<file path="config.mk">
export PLATFORM = sky130hd
export DESIGN_NAME = sac_core
export DESIGN_NICKNAME = d
export VERILOG_FILES = /design/src/inc/sac_pkg.sv /design/src/inc/sac_sync_if.sv /design/src/sac_core.sv /design/src/sac_sync.sv
export SDC_FILE = /design/constraint.sdc
export NUM_CORES = 1
export LEC_CHECK = 0
export ABC_AREA = 1
export BUFFER_PORTS_ARGS = -buffer_cell sky130_fd_sc_hd__buf_4
export CORE_MARGIN = 2
export CORE_UTILIZATION = 55
export CTS_CLUSTER_SIZE = 8
export DETAILED_ROUTE_END_ITERATION = 6
export PLACE_DENSITY = 0.8
export SYNTH_ARGS = -nofsm -noshare
export SYNTH_HDL_FRONTEND = slang
export SYNTH_SLANG_ARGS = --single-unit
</file>
<file path="constraint.sdc">
create_clock -name clk -period 2.1 [get_ports clk]
set_clock_uncertainty 0.15 [all_clocks]
set_input_delay 0.63 -clock clk [delete_from_list [all_inputs] [get_ports clk]]
set_output_delay 0.63 -clock clk [all_outputs]
set_load 0.1 [all_outputs]
</file>
<file path="src/inc/sac_pkg.sv">
// Constants shared by the step attenuator control port.
// Assumes a 25 MHz system clock; the reset release counts as power-up.
// Contract
// - Power-up serial or latched: maximum until latched
// - Direct mode applies preset after fixed delay
// - Hold maximum during direct power-up delay
// - Open parallel pins settle at minimum attenuation
// - Serial and parallel modes switch during operation
// - Sequencing once; afterwards modes switch freely
// - Strobe low: shift clock rise shifts data
// - Strobe high: shift register drives attenuator
// - Mode select low parallel, high serial
// - Sixteen bits LSB first, attenuation then address
// - Latch only when address matches strap inputs
// - Code equals decibels times four, binary
package sac_pkg;
  // Timing of the direct-mode preset, and synchroniser width
  localparam int unsigned CLK_MHZ          = 25;
  localparam int unsigned PRESET_DELAY_US  = 400;
  localparam int unsigned PRESET_CYCLES    = PRESET_DELAY_US * CLK_MHZ;
  localparam int unsigned SYNC_W           = 15;
  // Codes are quarter decibels: 31.75 dB is 127
  localparam logic [7:0]  ATTEN_MAX        = 8'h7F;
  localparam logic [7:0]  ATTEN_MIN        = 8'h00;
  localparam int unsigned FRAME_BITS       = 16;
  localparam int unsigned ADDR_LSB         = 8;
  // Avalon byte offsets and fields
  localparam logic [3:0]  OFS_CTRL         = 4'h0;
  localparam logic [3:0]  OFS_STATUS       = 4'h4;
  localparam int unsigned CTRL_RESTART     = 0;
  localparam int unsigned ST_MODE_BIT      = 8;
  localparam int unsigned ST_BUSY_BIT      = 9;
  localparam int unsigned ST_SEQ_BIT       = 10;
  localparam int unsigned ST_DIRECT_BIT    = 11;
  localparam logic [31:0] RDATA_RESET      = 32'h0000_0000;
  // Power-up sequencer, one-hot
  typedef enum logic [2:0] {
    ST_INIT  = 3'b001,
    ST_DELAY = 3'b010,
    ST_RUN   = 3'b100
  } sac_state_t;
endpackage

</file>
<file path="src/inc/sac_sync_if.sv">
// Carrier between the pin synchroniser and the control logic.
// Assumes the top drives raw from its pins and reads sync.
`timescale 1ns/100ps
`default_nettype none
interface sac_sync_if #(parameter int unsigned W = 1);
  logic [W-1:0] raw;   // Straight from pins
  logic [W-1:0] sync;  // After two flops
  modport sync_side (input raw, output sync);
  modport user      (output raw, input sync);
endinterface
`default_nettype wire

</file>
<file path="src/sac_core.sv">
// Control port of a 7-bit step attenuator with Avalon-MM registers.
// Assumes all pins come from another domain; shift clock is sampled.
`timescale 1ns/100ps
`default_nettype none
module sac_core
  import sac_pkg::*;
#(
  parameter int unsigned PRESET_CNT = PRESET_CYCLES  // Shorten in sims
) (
  input  wire logic        clk,
  input  wire logic        nrst,
  input  wire logic        ce,
  input  wire logic        mode_sel,               // High serial
  input  wire logic        latch_strobe,
  input  wire logic        shift_clk,
  input  wire logic        serial_data,
  input  wire logic [6:0]  parallel_atten_inputs,
  input  wire logic        parallel_open,          // Pins left open
  input  wire logic        addr_strap_bit0,
  input  wire logic        addr_strap_bit1,
  input  wire logic        addr_strap_bit2,
  input  wire logic [3:0]  avs_address,
  input  wire logic        avs_read,
  input  wire logic        avs_write,
  input  wire logic [31:0] avs_writedata,
  output logic      [31:0] avs_readdata,
  output logic             avs_waitrequest,
  output logic      [7:0]  atten_code
);
  sac_sync_if #(.W(SYNC_W)) pins ();
  sac_state_t  state_reg;      // Power-up sequencer
  logic [1:0]  init_cnt_reg;   // Lets synchronisers fill
  logic [13:0] dly_cnt_reg;    // Direct preset delay
  logic [15:0] shift_reg;      // Serial frame
  logic        sclk_d_reg;     // Previous synced shift clock
  logic        seq_done_reg;   // Bit 7 cleared once serially
  logic        direct_reg;     // Powered up in direct mode
  logic        restart;        // Soft power-up from software
  logic        mode_s, strobe_s, sclk_s, sd_s, open_s;
  logic [6:0]  par_s, par_eff;
  logic [2:0]  addr_s;
  logic        shift_edge, dly_done, run;
  logic        ser_xfer, par_xfer, addr_hit;

  assign pins.raw = {mode_sel, latch_strobe, shift_clk, serial_data,
                     parallel_open, parallel_atten_inputs,
                     addr_strap_bit2, addr_strap_bit1, addr_strap_bit0};

  sac_sync #(.W(SYNC_W)) u_sync (
    .clk  (clk),
    .nrst (nrst),
    .ce   (ce),
    .s    (pins.sync_side)
  );

  assign {mode_s, strobe_s, sclk_s, sd_s, open_s, par_s, addr_s} = pins.sync;
  // Open pins read as low, giving the reference state
  assign par_eff    = open_s ? ATTEN_MIN[6:0] : par_s;
  assign shift_edge = sclk_s & ~sclk_d_reg;
  assign dly_done   = (dly_cnt_reg == 14'(PRESET_CNT - 1));
  assign run        = (state_reg == ST_RUN);
  // Serial when mode high, parallel when low
  assign addr_hit   = (shift_reg[ADDR_LSB +: 3] == addr_s);
  assign ser_xfer   = run & mode_s & strobe_s & addr_hit;
  assign par_xfer   = run & ~mode_s & strobe_s;
  assign restart    = avs_write & ~avs_waitrequest
                    & (avs_address == OFS_CTRL)
                    & avs_writedata[CTRL_RESTART];

  // Power-up sequencer; mode and strobe caught after synchronisers fill
  always_ff @(posedge clk or negedge nrst) begin
    if (!nrst) begin
      state_reg    <= ST_INIT;
      init_cnt_reg <= 2'h0;
      dly_cnt_reg  <= 14'h0000;
      direct_reg   <= 1'b0;
    end else if (ce) begin
      if (restart) begin
        state_reg    <= ST_INIT;
        init_cnt_reg <= 2'h0;
        dly_cnt_reg  <= 14'h0000;
      end else begin
        case (state_reg)
          ST_INIT: begin
            init_cnt_reg <= init_cnt_reg + 2'h1;
            if (init_cnt_reg == 2'h2) begin
              // Parallel with strobe high means direct mode
              direct_reg <= ~mode_s & strobe_s;
              state_reg  <= (~mode_s & strobe_s) ? ST_DELAY : ST_RUN;
            end
          end
          ST_DELAY: begin
            dly_cnt_reg <= dly_cnt_reg + 14'h0001;
            if (dly_done) begin
              state_reg <= ST_RUN;
            end
          end
          ST_RUN: begin
            state_reg <= ST_RUN;  // Modes may change at will
          end
          default: begin
            state_reg <= ST_INIT;
          end
        endcase
      end
    end
  end

  // Serial shift register, LSB first; frozen while strobe high
  always_ff @(posedge clk or negedge nrst) begin
    if (!nrst) begin
      shift_reg  <= 16'h0000;
      sclk_d_reg <= 1'b0;
    end else if (ce) begin
      sclk_d_reg <= sclk_s;
      if (shift_edge && !strobe_s) begin
        shift_reg <= {sd_s, shift_reg[FRAME_BITS-1:1]};
      end
    end
  end

  // Attenuation state; max from power-up until a transfer or the direct preset
  always_ff @(posedge clk or negedge nrst) begin
    if (!nrst) begin
      atten_code <= ATTEN_MAX;
    end else if (ce) begin
      if (restart || state_reg == ST_INIT) begin
        atten_code <= ATTEN_MAX;
      end else if (state_reg == ST_DELAY) begin
        // Maximum until the preset is due
        atten_code <= dly_done ? {1'b0, par_eff} : ATTEN_MAX;
      end else if (ser_xfer) begin
        atten_code <= shift_reg[7:0];
      end else if (par_xfer) begin
        // Parallel transfers keep bit 7; why the host sequences once
        atten_code <= {atten_code[7], par_eff};
      end
    end
  end

  // Tracks the one-time mode-change sequencing
  always_ff @(posedge clk or negedge nrst) begin
    if (!nrst) begin
      seq_done_reg <= 1'b0;
    end else if (ce) begin
      if (ser_xfer && !shift_reg[7]) begin
        seq_done_reg <= 1'b1;  // Sticky until a restart
      end else if (restart) begin
        // A word landing with a restart still counts as sequenced
        seq_done_reg <= 1'b0;
      end
    end
  end

  // Avalon slave: one wait cycle, answer on the next edge
  always_ff @(posedge clk or negedge nrst) begin
    if (!nrst) begin
      avs_waitrequest <= 1'b1;
      avs_readdata    <= RDATA_RESET;
    end else if (ce) begin
      if ((avs_read || avs_write) && avs_waitrequest) begin
        avs_waitrequest <= 1'b0;
        avs_readdata    <= RDATA_RESET;
        if (avs_read && avs_address == OFS_STATUS) begin
          avs_readdata[7:0]           <= atten_code;
          avs_readdata[ST_MODE_BIT]   <= mode_s;
          avs_readdata[ST_BUSY_BIT]   <= ~run;
          avs_readdata[ST_SEQ_BIT]    <= seq_done_reg;
          avs_readdata[ST_DIRECT_BIT] <= direct_reg;
        end
      end else begin
        // Unmapped reads return zero, unmapped writes are dropped
        avs_waitrequest <= 1'b1;
      end
    end
  end

  property p_run_hold;
    @(posedge clk) disable iff (!nrst)
    (ce && run && !ser_xfer && !par_xfer && !restart) |=> $stable(atten_code);
  endproperty
  a_run_hold: assert property (p_run_hold)
    else $error("Attenuation moved without a transfer");

  property p_preset;
    @(posedge clk) disable iff (!nrst)
    (ce && state_reg == ST_DELAY && dly_done && !restart)
      |=> (run && atten_code == {1'b0, $past(par_eff)});
  endproperty
  a_preset: assert property (p_preset)
    else $error("Direct preset not applied after the delay");

  property p_delay_max;
    @(posedge clk) disable iff (!nrst)
    (state_reg == ST_DELAY && dly_cnt_reg != 14'h0000)
      |-> atten_code == ATTEN_MAX;
  endproperty
  a_delay_max: assert property (p_delay_max)
    else $error("Not at maximum during the preset delay");

  property p_open_min;
    @(posedge clk) disable iff (!nrst)
    (ce && state_reg == ST_DELAY && dly_done && open_s && !restart)
      |=> atten_code == ATTEN_MIN;
  endproperty
  a_open_min: assert property (p_open_min)
    else $error("Open pins did not give minimum attenuation");

  property p_shift;
    @(posedge clk) disable iff (!nrst)
    (ce && shift_edge && !strobe_s)
      |=> shift_reg == {$past(sd_s), $past(shift_reg[15:1])};
  endproperty
  a_shift: assert property (p_shift)
    else $error("Shift register did not take the data bit");

  property p_ser_xfer;
    @(posedge clk) disable iff (!nrst)
    (ce && ser_xfer && !restart) |=> atten_code == $past(shift_reg[7:0]);
  endproperty
  a_ser_xfer: assert property (p_ser_xfer)
    else $error("Matching serial word not transferred");

  property p_addr_miss;
    @(posedge clk) disable iff (!nrst)
    (ce && run && mode_s && !addr_hit && !restart) |=> $stable(atten_code);
  endproperty
  a_addr_miss: assert property (p_addr_miss)
    else $error("State changed on an address mismatch");

  property p_direct;
    @(posedge clk) disable iff (!nrst)
    (ce && par_xfer && !restart) ##1 (ce && par_xfer && !restart)
      |=> atten_code[6:0] == $past(par_eff);
  endproperty
  a_direct: assert property (p_direct)
    else $error("Parallel inputs not passed through");

  property p_seq_sticky;
    @(posedge clk) disable iff (!nrst)
    (seq_done_reg && !restart) |=> seq_done_reg;
  endproperty
  a_seq_sticky: assert property (p_seq_sticky)
    else $error("Sequencing flag dropped");
endmodule
`default_nettype wire

</file>
<file path="src/sac_sync.sv">
// Two-flop synchroniser for a bundle of asynchronous pins.
// Assumes the enable freezes it like the rest of the block.
`timescale 1ns/100ps
`default_nettype none
module sac_sync
  import sac_pkg::*;
#(
  parameter int unsigned W = 1
) (
  input  wire logic    clk,
  input  wire logic    nrst,
  input  wire logic    ce,
  sac_sync_if.sync_side s
);
  logic [W-1:0] meta_reg;  // First stage, read only by second
  logic [W-1:0] sync_reg;  // Second stage, safe to use

  // Both stages clear to constants on reset
  always_ff @(posedge clk or negedge nrst) begin
    if (!nrst) begin
      meta_reg <= '0;
      sync_reg <= '0;
    end else if (ce) begin
      meta_reg <= s.raw;
      sync_reg <= meta_reg;
    end
  end

  assign s.sync = sync_reg;
endmodule
`default_nettype wire

</file>
==> results of run 1 <==
cells by family after synthesis:
| group | after synthesis | share of synthesized area |
|---|---|---|
| AO/OA/AOI/OAI | 85 | 0.121 |
| XOR/XNOR | 3 | 0.00584 |
| adder cells (fa/ha/maj) | 2 | 0.00556 |
| buffers and inverters | 115 | 0.119 |
| flip-flops | 89 | 0.497 |
| other | 1 | 0.000833 |
| AND/OR/NAND/NOR | 265 | 0.251 |
placed cells by master, fill, tap and decap left out, types with 3 or more instances in the layout:
cell | Yosys | final
clkbuf_8 | 0 | 11
inv_2 | 6 | 6
nand3_1 | 32 | 32
nand2_1 | 164 | 164
nor2_1 | 42 | 42
o22ai_2 | 10 | 10
o211ai_1 | 7 | 7
conb_1 | 1 | 20
dfrtp_1 | 80 | 80
nor3_1 | 4 | 4
nand4_1 | 9 | 9
o21ai_0 | 58 | 58
dfstp_2 | 9 | 9
nor2_2 | 5 | 5
inv_1 | 71 | 71
a21oi_1 | 6 | 6
xor2_1 | 3 | 3
nand2_2 | 3 | 3
buf_4 | 22 | 56
stage by stage:
step	setup slack (ns)	cells	instance area [sq um]	power, mW
after detailed placement	0.0754	701	4910	4.65
after CTS	0.100	718	5130	5.86
after global placement	0.129	701	4910	4.58
after global routing	0.0417	718	5130	6.23
after floorplan	0.110	579	4570	4.19
final	0.111	718	5130	5.83
worst paths after layout:
path,endpoint,slack (ns),from
worst max-delay path,atten_code[2],0.11,atten_code[2]
worst min-delay path,u_sync.meta_reg[0],0.32,addr_strap_bit0
worst max register to register,atten_code[1],0.23,avs_waitrequest
worst min register to register,u_sync.meta_reg[2],0.33,u_sync.meta_reg[2]
max in group asynchronous,avs_waitrequest,0.70,nrst
min in group asynchronous,shift_reg[12],0.54,nrst
power groups by stage:
stage | logic [mW] | clock network, mW | registers (mW)
after floorplan | 1.20 | 0 | 2.99
after global placement | 2.10 | 0 | 2.49
after detailed placement | 2.14 | 0 | 2.51
after CTS | 2.15 | 1.23 | 2.48
after global routing | 2.39 | 1.30 | 2.54
final | 2.15 | 1.20 | 2.48
layout make-up:
class | count | area, sq um | share of cell area
flip-flops and latches | 89 | 2240 | 0.436
multi-input cells | 375 | 1800 | 0.350
repair buffers | 59 | 470 | 0.0917
inverters | 77 | 289 | 0.0564
clock buffers | 12 | 155 | 0.0303
well taps | 102 | 128 | 0.0249
clock inverters | 4 | 51.3 | 0.0100
routing by layer:
layer	part of all wire	wire (um)
met4	0.0075	66
met5	0	0
met1	0.47	4140
met3	0.041	363
met2	0.48	4180
==> out/qor.csv, run 1 <==
stage,metric,value,unit
status,status,"finished, final reports clean",
clock_tree,CTS tree,done,
grt,global-route wire length before repair,15100,um
clock_tree,Hold Buf Count CTS,1,
clock_tree,H-tree levels,3,
logic_synthesis,Post-Syn Area,4500,sq um
grt,met2 usage in global routing,0.357,
critical_path,R2R cell count,10,
power_and_ir_drop,Sw Share,0.423,
routing,drt pass-1 iters,4,
critical_path,CP Capture Type,output port,
timing,final setup TNS,0,ns
routing,DRT antenna net count,0,
logic_synthesis,"top cells by count, synth","nand2_1, dfrtp_1, inv_1, o21ai_0, nor2_1",
power_and_ir_drop,Net Sw Power,2.46,mW
clock_tree,Max Root-Sink Buffers,2,
routing,DR vias/cell,4.94,
worst_hold_path,Hold Path Class,input port to flop,
logic_synthesis,main area contributors after synthesis,"dfrtp_1, nand2_1, o21ai_0",
power_and_ir_drop,Comb pwr share,0.368,
placement,routability cong.,0.895,
logic_synthesis,sequential fraction of the synthesis area,0.497,
floorplanning,Die Span Y,94.4,um
timing,Final Setup Violations,0,
logic_synthesis,top-count cell post-synth,nand2_1,
job,Max Cap Viol,0,
logic_synthesis,number of enable flip-flop cells after synthesis,0,
floorplanning,Horiz. Die Dim,94.4,um
routing,Initial DRC Count,199,
timing,Hold WS,0.318,ns
clock_tree,Root Buffer,clkbuf_8,
timing,RSZ-0062 raised after global routing,false,
worst_hold_path,hold path depth,3,
logic_synthesis,post-synthesis cell type count,30,
floorplanning,row count,32,
cells_and_area,P&R area growth vs syn,14.0,%
floorplanning,die area,8920,sq um
cells_and_area,"Core Util, Final",0.657,
clock_tree,"Setup Fix Bufs, Post-CTS",0,
power_and_ir_drop,Int Pwr,3.36,mW
grt,met1 GRT Util,0.292,
cells_and_area,FILL cells,654,
critical_path,max incr delay on CP,0.56,ns
grt,number of global-route vias before repair,3352,
logic_synthesis,Mean Syn Cell Area,8.03,sq um
floorplanning,I/O pin cnt,97,
clock_tree,worst skew pair latency,0.35,ns
grt,Total GRT Usage,0.216,
grt,gr busiest metal,met2,
power_and_ir_drop,P_leak,2.57,nW
critical_path,critical path launch point type,flop,
grt,pin count of the biggest net entering global routing,42,
placement,detailed placement HPWL,6510,um
logic_synthesis,ys flop type,dfrtp_1,
timing,clock period minus worst slack,1.99,ns
placement,# port buffers,45,
routing,wire length per cell,12.2,um
cells_and_area,number of flip-flops in the largest register,16,
timing,Hold Fails Final Rpt,0,
timing,Final Max Slew Viols,0,
critical_path,crit path DAT,1.21,ns
critical_path,CP Depth,1,
floorplanning,Starting Density,0.576,
clock_tree,Post-CTS Resized,0,
logic_synthesis,Synth Instances,560,
logic_synthesis,Synth async-reset ratio,1.00,
cells_and_area,ratio of cells with drive above 1 in the final layout,0.183,
clock_tree,TritonCTS Buffers,9,
clock_tree,clk slew on worst S/H paths,0.09,ns
routing,DRC,0,
grt,initial antenna violation count,0,
logic_synthesis,Synth top area share,0.445,
routing,vias,3545,
routing,Routed WL,8750,um
clock_tree,clock sink total,89,
critical_path,crit path cell chain,buf_4,
cells_and_area,Antenna diodes,0,
critical_path,Worst Path Buf+Inv,1,
grt,total grt overflow,0,
power_and_ir_drop,Clk pwr share,0.206,
cells_and_area,nets@finish,669,
critical_path,slowest library cell on the worst path,dfstp_2,
logic_synthesis,cell accounting for the most synthesized area,dfrtp_1,
power_and_ir_drop,Worst VDD drop,0.000434,V
critical_path,CP required,1.32,ns
grt,GRT met3 Usage,0.0431,
power_and_ir_drop,cell area power density,1140,nW/um^2
power_and_ir_drop,Seq pwr share,0.425,
timing,Tcrit/Tclk final,0.947,
critical_path,"CP delay by family, top",flip-flops,
floorplanning,core footprint,7810,sq um
critical_path,worst-path fanout max,3,
critical_path,Setup CP Type,flop to output port,
logic_synthesis,YS warnings,0,
timing,fmax,503,MHz
logic_synthesis,"FF+latch count, synth",89,
Note: power is estimated with default switching activity, not from simulation.
==> run 2: changes to the inputs <==
--- a/config.mk
+++ b/config.mk
@@ -11,2 +11,3 @@
 export CORE_UTILIZATION = 55
+export CTS_CLUSTER_DIAMETER = 120
 export CTS_CLUSTER_SIZE = 8
==> constraint.sdc (replaced) <==
create_clock -name clk -period 2.32 [get_ports clk]
set_clock_uncertainty 0.15 [all_clocks]
set_input_delay 0.696 -clock clk [delete_from_list [all_inputs] [get_ports clk]]
set_output_delay 0.696 -clock clk [all_outputs]
set_load 0.005 [all_outputs]
==> run 2 against run 1 <==
  * Clock-buffer cell count fell by 1
  * Flip-flop and latch count is the same
  * Sequential share of layout area is 0.14 points higher
  * Critical path depth rose by 9
  * Non-clock buffer count shrank 1
  * Combinational power fell by 38%
  * Critical endpoint is now atten_code[0]
==> out/qor.csv, run 2 (same netlist as run 1, synthesis figures left out) <==
stage,metric,value,unit,change
floorplanning,row count,32,,unchanged
power_and_ir_drop,Worst VDD drop,0.000429,V,was 0.000434 V
critical_path,worst-path fanout max,7,,was 3
grt,number of global-route vias before repair,3441,,was 3352
cells_and_area,FILL cells,645,,was 654
critical_path,CP Capture Type,flop,,was output port
job,Max Cap Viol,0,,unchanged
cells_and_area,nets@finish,668,,was 669
timing,clock period minus worst slack,1.94,ns,
floorplanning,core footprint,7810,sq um,unchanged
cells_and_area,"most common cell after layout, fill and taps aside",nand2_1,,unchanged
floorplanning,Starting Density,0.576,,unchanged
clock_tree,worst skew pair latency,0.36,ns,was 0.35 ns
critical_path,max incr delay on CP,0.54,ns,was 0.56 ns
clock_tree,Post-CTS Resized,0,,unchanged
timing,Final Setup Violations,0,,unchanged
timing,final setup TNS,0,ns,unchanged
timing,Tcrit/Tclk final,0.837,,
status,status,"finished, final reports clean",,unchanged
placement,routability cong.,0.898,,was 0.895
routing,DR vias/cell,5.02,,was 4.94
timing,fmax,515,MHz,
clock_tree,"Setup Fix Bufs, Post-CTS",0,,unchanged
critical_path,Worst Path Buf+Inv,1,,unchanged
cells_and_area,Multi-input gate area,1800,sq um,unchanged
routing,wire length per cell,12.4,um,was 12.2 um
clock_tree,TritonCTS Buffers,9,,unchanged
placement,detailed placement HPWL,6690,um,was 6510 um
clock_tree,Max Root-Sink Buffers,2,,unchanged
routing,DRC,0,,unchanged
timing,Hold Fails Final Rpt,0,,unchanged
critical_path,Setup CP Type,flop to flop,,was flop to output port
clock_tree,Hold Buf Count CTS,0,,was 1
routing,DRT antenna net count,0,,unchanged
routing,vias,3602,,was 3545
critical_path,worst reg2reg startpoint,avs_waitrequest,,unchanged
routing,Initial DRC Count,250,,was 199
power_and_ir_drop,cell area power density,921,nW/um^2,was 1140 nW/um^2
critical_path,slowest library cell on the worst path,dfstp_2,,unchanged
clock_tree,CTS tree,done,,unchanged
critical_path,CP required,2.47,ns,was 1.32 ns
grt,total grt overflow,0,,unchanged
critical_path,Setup crit start,avs_waitrequest,,was atten_code[2]
critical_path,crit path DAT,2.09,ns,was 1.21 ns
timing,Final Max Slew Viols,0,,unchanged
cells_and_area,Antenna diodes,0,,unchanged
cells_and_area,number of flip-flops in the largest register,16,,unchanged
power_and_ir_drop,total power,4.71,mW,was 5.83 mW
clock_tree,H-tree levels,3,,unchanged
routing,Routed WL,8920,um,was 8750 um
cells_and_area,P&R area growth vs syn,13.6,%,was 14.0%
placement,# port buffers,45,,unchanged
floorplanning,die area,8920,sq um,unchanged
cells_and_area,"commonest non-fill, non-tap cells in the layout","nand2_1, dfrtp_1, inv_1",,unchanged
critical_path,critical path launch point type,flop,,unchanged
grt,initial antenna violation count,0,,unchanged
timing,RSZ-0062 raised after global routing,false,,unchanged
clock_tree,clk slew on worst S/H paths,0.09,ns,about the same
floorplanning,Horiz. Die Dim,94.4,um,unchanged
grt,pin count of the biggest net entering global routing,38,,was 42
routing,drt pass-1 iters,5,,was 4
floorplanning,Die Span Y,94.4,um,unchanged
clock_tree,clock sink total,89,,unchanged
clock_tree,Root Buffer,clkbuf_8,,unchanged
worst_hold_path,Hold Path Class,input port to asynchronous set/reset pin,,was input port to flop
critical_path,crit path cell chain,inv_2 > nand2_1 > nor2_1 > nand2_2 > nand2_1 > nor2_1 > nand3_1 > nand2_1 > nand2_1 > nand2_1,,was buf_4
critical_path,cell mode on critical path,nand2_1,,
grt,Total GRT Usage,0.216,,about the same
critical_path,"CP delay by family, top",simple AND/OR/NAND/NOR gates,,was flip-flops
cells_and_area,ratio of cells with drive above 1 in the final layout,0.182,,was 0.183
floorplanning,I/O pin cnt,97,,unchanged
grt,global-route wire length before repair,15200,um,was 15100 um
power_and_ir_drop,P_leak,2.57,nW,about the same
cells_and_area,Sequential Area,2240,sq um,unchanged
-- run 2: cell types whose count changed in the layout (fill, tap and decap cells not counted), sizes merged --
cell,change
clkbuf,-1
bufinv,+1
dlygate4sd3,-1
-- run 2: final timing paths --
kind / end / slack, ns / cells after the start
min in group clk: u_sync.meta_reg[0] / 0.33 / 2
worst max-delay path: atten_code[0] / 0.38 / 10
worst min register to register: u_sync.meta_reg[0] / 0.33 / 2
worst max register to register: atten_code[0] / 0.38 / 10
max in group asynchronous: state_reg[0] / 1.34 / 2
worst min-delay path: shift_reg[8] / 0.09 / 1
-- run 2: report_power, final --
part / internal (mW) / switching, mW
registers: 1.96 / 0.274
clock network: 0.608 / 0.539
logic: 0.516 / 0.811
total: 3.09 / 1.62
-- run 2: metrics by stage --
step | cell area, sq um | cells | setup slack [ns] | hold WS (ns) | util
after CTS | 5110 | 717 | 0.397 | 0.100 | 0.655
final | 5110 | 717 | 0.377 | 0.0910 | 0.655
after detailed placement | 4900 | 701 | 0.163 | 0.310 | 0.628
after global placement | 4900 | 701 | 0.254 | 0.307 | 0.628
after global routing | 5110 | 717 | 0.190 | 0.115 | 0.655
after floorplan | 4570 | 579 | 0.477 | 0.250 | -
-- run 2: cell type report --
class	count	area share
repair buffers	58	0.0876
inverters	77	0.0565
clock buffers	11	0.0257
multi-input cells	375	0.351
well taps	102	0.0250
clock inverters	5	0.0159
flip-flops and latches	89	0.438
-- run 2: routing by layer --
layer  wire length [um]  global-route usage  vias to the layer above
li1                   -                   -                     1832
met1               4020               0.286                     1653
met2               4270               0.354                      106
met3                489              0.0375                       11
met4                134              0.0918                        0
met5                  0                   0                        -
-- run 2: worst register-to-register path, delay by kind of cell (launching register included) --
family,cells,cell delay [ns]
buffers and inverters,1,0.05
DFF,1,0.54
and+or+nand+nor,9,1.14
==> run 3: changes to the inputs <==
clock period = 1.8 ns   (was 2.32 ns; I/O delays follow)
==> run 3 against run 2 <==
  * First-iteration DRC count down 37%
  * Non-clock buffer count up 15
  * Global-route usage up 1.1 points
  * Sequential share of layout area down 1.4 points
  * Total power up 29%
  * Register-to-register slack worse by 0.26 ns
  * Critical path type is now flop to output port
  * Critical endpoint is now atten_code[2]
  * Highest routed layer unchanged
==> out/qor.csv, run 3 (same netlist as run 1, synthesis figures left out) <==
stage,metric,value,unit,change
grt,global-route wire length before repair,15900,um,was 15200 um
routing,wire length per cell,12.6,um,was 12.4 um
placement,Setup WS pre-CTS,-0.130,ns,was 0.163 ns
grt,total grt overflow,0,,unchanged
grt,Total GRT Usage,0.228,,was 0.216
clock_tree,CTS tree,done,,unchanged
floorplanning,I/O pin cnt,97,,unchanged
clock_tree,clk slew on worst S/H paths,0.09,ns,about the same
floorplanning,Die Span Y,94.4,um,unchanged
clock_tree,Max Root-Sink Buffers,2,,unchanged
grt,number of global-route vias before repair,3463,,was 3441
timing,Tcrit/Tclk final,0.956,,
clock_tree,worst skew pair latency,0.36,ns,about the same
power_and_ir_drop,P_leak,2.64,nW,was 2.57 nW
critical_path,max incr delay on CP,0.56,ns,was 0.54 ns
status,status,"finished, final reports clean",,unchanged
power_and_ir_drop,cell area power density,1150,nW/um^2,was 921 nW/um^2
floorplanning,core footprint,7810,sq um,unchanged
routing,DRC,0,,unchanged
timing,Hold WS,0.234,ns,was 0.0910 ns
clock_tree,H-tree levels,3,,unchanged
power_and_ir_drop,Worst VDD drop,0.000500,V,was 0.000429 V
critical_path,CP Capture Type,output port,,was flop
timing,"Worst Setup Slack, final",0.0791,ns,was 0.377 ns
placement,routability cong.,0.927,,was 0.898
cells_and_area,"commonest non-fill, non-tap cells in the layout","nand2_1, dfrtp_1, inv_1",,unchanged
placement,detailed placement HPWL,6740,um,was 6690 um
cells_and_area,FILL cells,650,,was 645
cells_and_area,Multi-input gate area,1820,sq um,was 1800 sq um
timing,Final Setup Violations,0,,unchanged
job,Max Cap Viol,0,,unchanged
grt,initial antenna violation count,0,,unchanged
cells_and_area,P&R area growth vs syn,17.3,%,was 13.6%
routing,Routed WL,9240,um,was 8920 um
clock_tree,Root Buffer,clkbuf_8,,unchanged
cells_and_area,Antenna diodes,0,,unchanged
routing,DR vias/cell,4.97,,was 5.02
critical_path,crit path cell chain,buf_4,,was inv_2 > nand2_1 > nor2_1 > nand2_2 > nand2_1 > nor2_1 > nand3_1 > nand2_1 > nand2_1 > nand2_1
critical_path,"CP delay by family, top",flip-flops,,was simple AND/OR/NAND/NOR gates
floorplanning,die area,8920,sq um,unchanged
timing,clock period minus worst slack,1.72,ns,
worst_hold_path,Hold Path Class,input port to flop,,was input port to asynchronous set/reset pin
clock_tree,clock sink total,89,,unchanged
cells_and_area,ratio of cells with drive above 1 in the final layout,0.206,,was 0.182
critical_path,CP required,1.11,ns,was 2.47 ns
timing,fmax,581,MHz,
floorplanning,row count,32,,unchanged
critical_path,slowest library cell on the worst path,dfstp_2,,unchanged
routing,drt pass-1 iters,5,,unchanged
floorplanning,Horiz. Die Dim,94.4,um,unchanged
cells_and_area,nets@finish,683,,was 668
clock_tree,TritonCTS Buffers,9,,unchanged
cells_and_area,Non-Filler Instances,732,,was 717
critical_path,Setup CP Type,flop to output port,,was flop to flop
timing,Final Max Slew Viols,0,,unchanged
critical_path,worst-path fanout max,3,,was 7
cells_and_area,number of flip-flops in the largest register,16,,unchanged
cells_and_area,Sequential Area,2240,sq um,unchanged
placement,# port buffers,45,,unchanged
grt,pin count of the biggest net entering global routing,33,,was 38
floorplanning,Starting Density,0.576,,unchanged
placement,placed cell count,713,,was 701
critical_path,Worst Path Buf+Inv,1,,unchanged
routing,Initial DRC Count,157,,was 250
cells_and_area,"most common cell after layout, fill and taps aside",nand2_1,,unchanged
timing,RSZ-0062 raised after global routing,true,,was false
routing,DRT antenna net count,0,,unchanged
critical_path,critical path launch point type,flop,,unchanged
routing,vias,3640,,was 3602
timing,Hold Fails Final Rpt,0,,unchanged
critical_path,crit path DAT,1.03,ns,was 2.09 ns
[run 3: layout make-up]
cell class / instances / area share
Clock buffer: 12 / 0.0275
Clock inverter: 4 / 0.00996
Inverter: 77 / 0.0548
Multi-Input combinational cell: 375 / 0.346
Sequential cell: 89 / 0.424
Tap cell: 102 / 0.0242
Timing Repair Buffer: 73 / 0.114
[run 3: where the power goes]
group	leakage [nW]	switching, mW	internal (mW)
clock	0.0888	0.686	0.681
combinational	1.45	1.06	0.739
sequential	1.11	0.359	2.53
total	2.64	2.11	3.95
[run 3: path summary, 6_finish.rpt]
| kind | startpoint | end | slack [ns] | cells past startpoint |
|---|---|---|---|---|
| max | atten_code[2] | atten_code[2] | 0.08 | 1 |
| min | parallel_atten_inputs[6] | u_sync.meta_reg[9] | 0.23 | 3 |
| max reg2reg | avs_waitrequest | atten_code[5] | 0.12 | 11 |
| min reg2reg | u_sync.meta_reg[11] | u_sync.meta_reg[11] | 0.33 | 2 |
| max in group asynchronous | nrst | atten_code[4] | 0.50 | 3 |
| min in group asynchronous | nrst | shift_reg[8] | 0.48 | 2 |
[run 3: per-layer routing]
metal / GRT usage / routed length [um]
met1: 0.313 / 4340
met5: 0 / 0
met2: 0.362 / 4270
met4: 0.104 / 224
met3: 0.0295 / 413
[run 3: per-stage QoR]
step | utilization | TNS [ns] | cell area, sq um | power, mW
6_report | 0.676 | 0 | 5280 | 6.06
5_1_grt | 0.676 | -0.0205 | 5280 | 6.54
2_1_floorplan | - | 0 | 4570 | 4.07
3_3_place_gp | 0.644 | -0.797 | 5030 | 4.60
3_5_place_dp | 0.644 | -1.53 | 5030 | 4.68
4_1_cts | 0.671 | 0 | 5240 | 6.06
[run 3: repair_timing]
item                                    CTS  global route
hold buffers                              1             0
buffers inserted                          0             2
endpoints found under the setup margin    7            11
hold endpoints to repair                 22             0
gates cloned                              0             0
gates resized for setup                   2             5
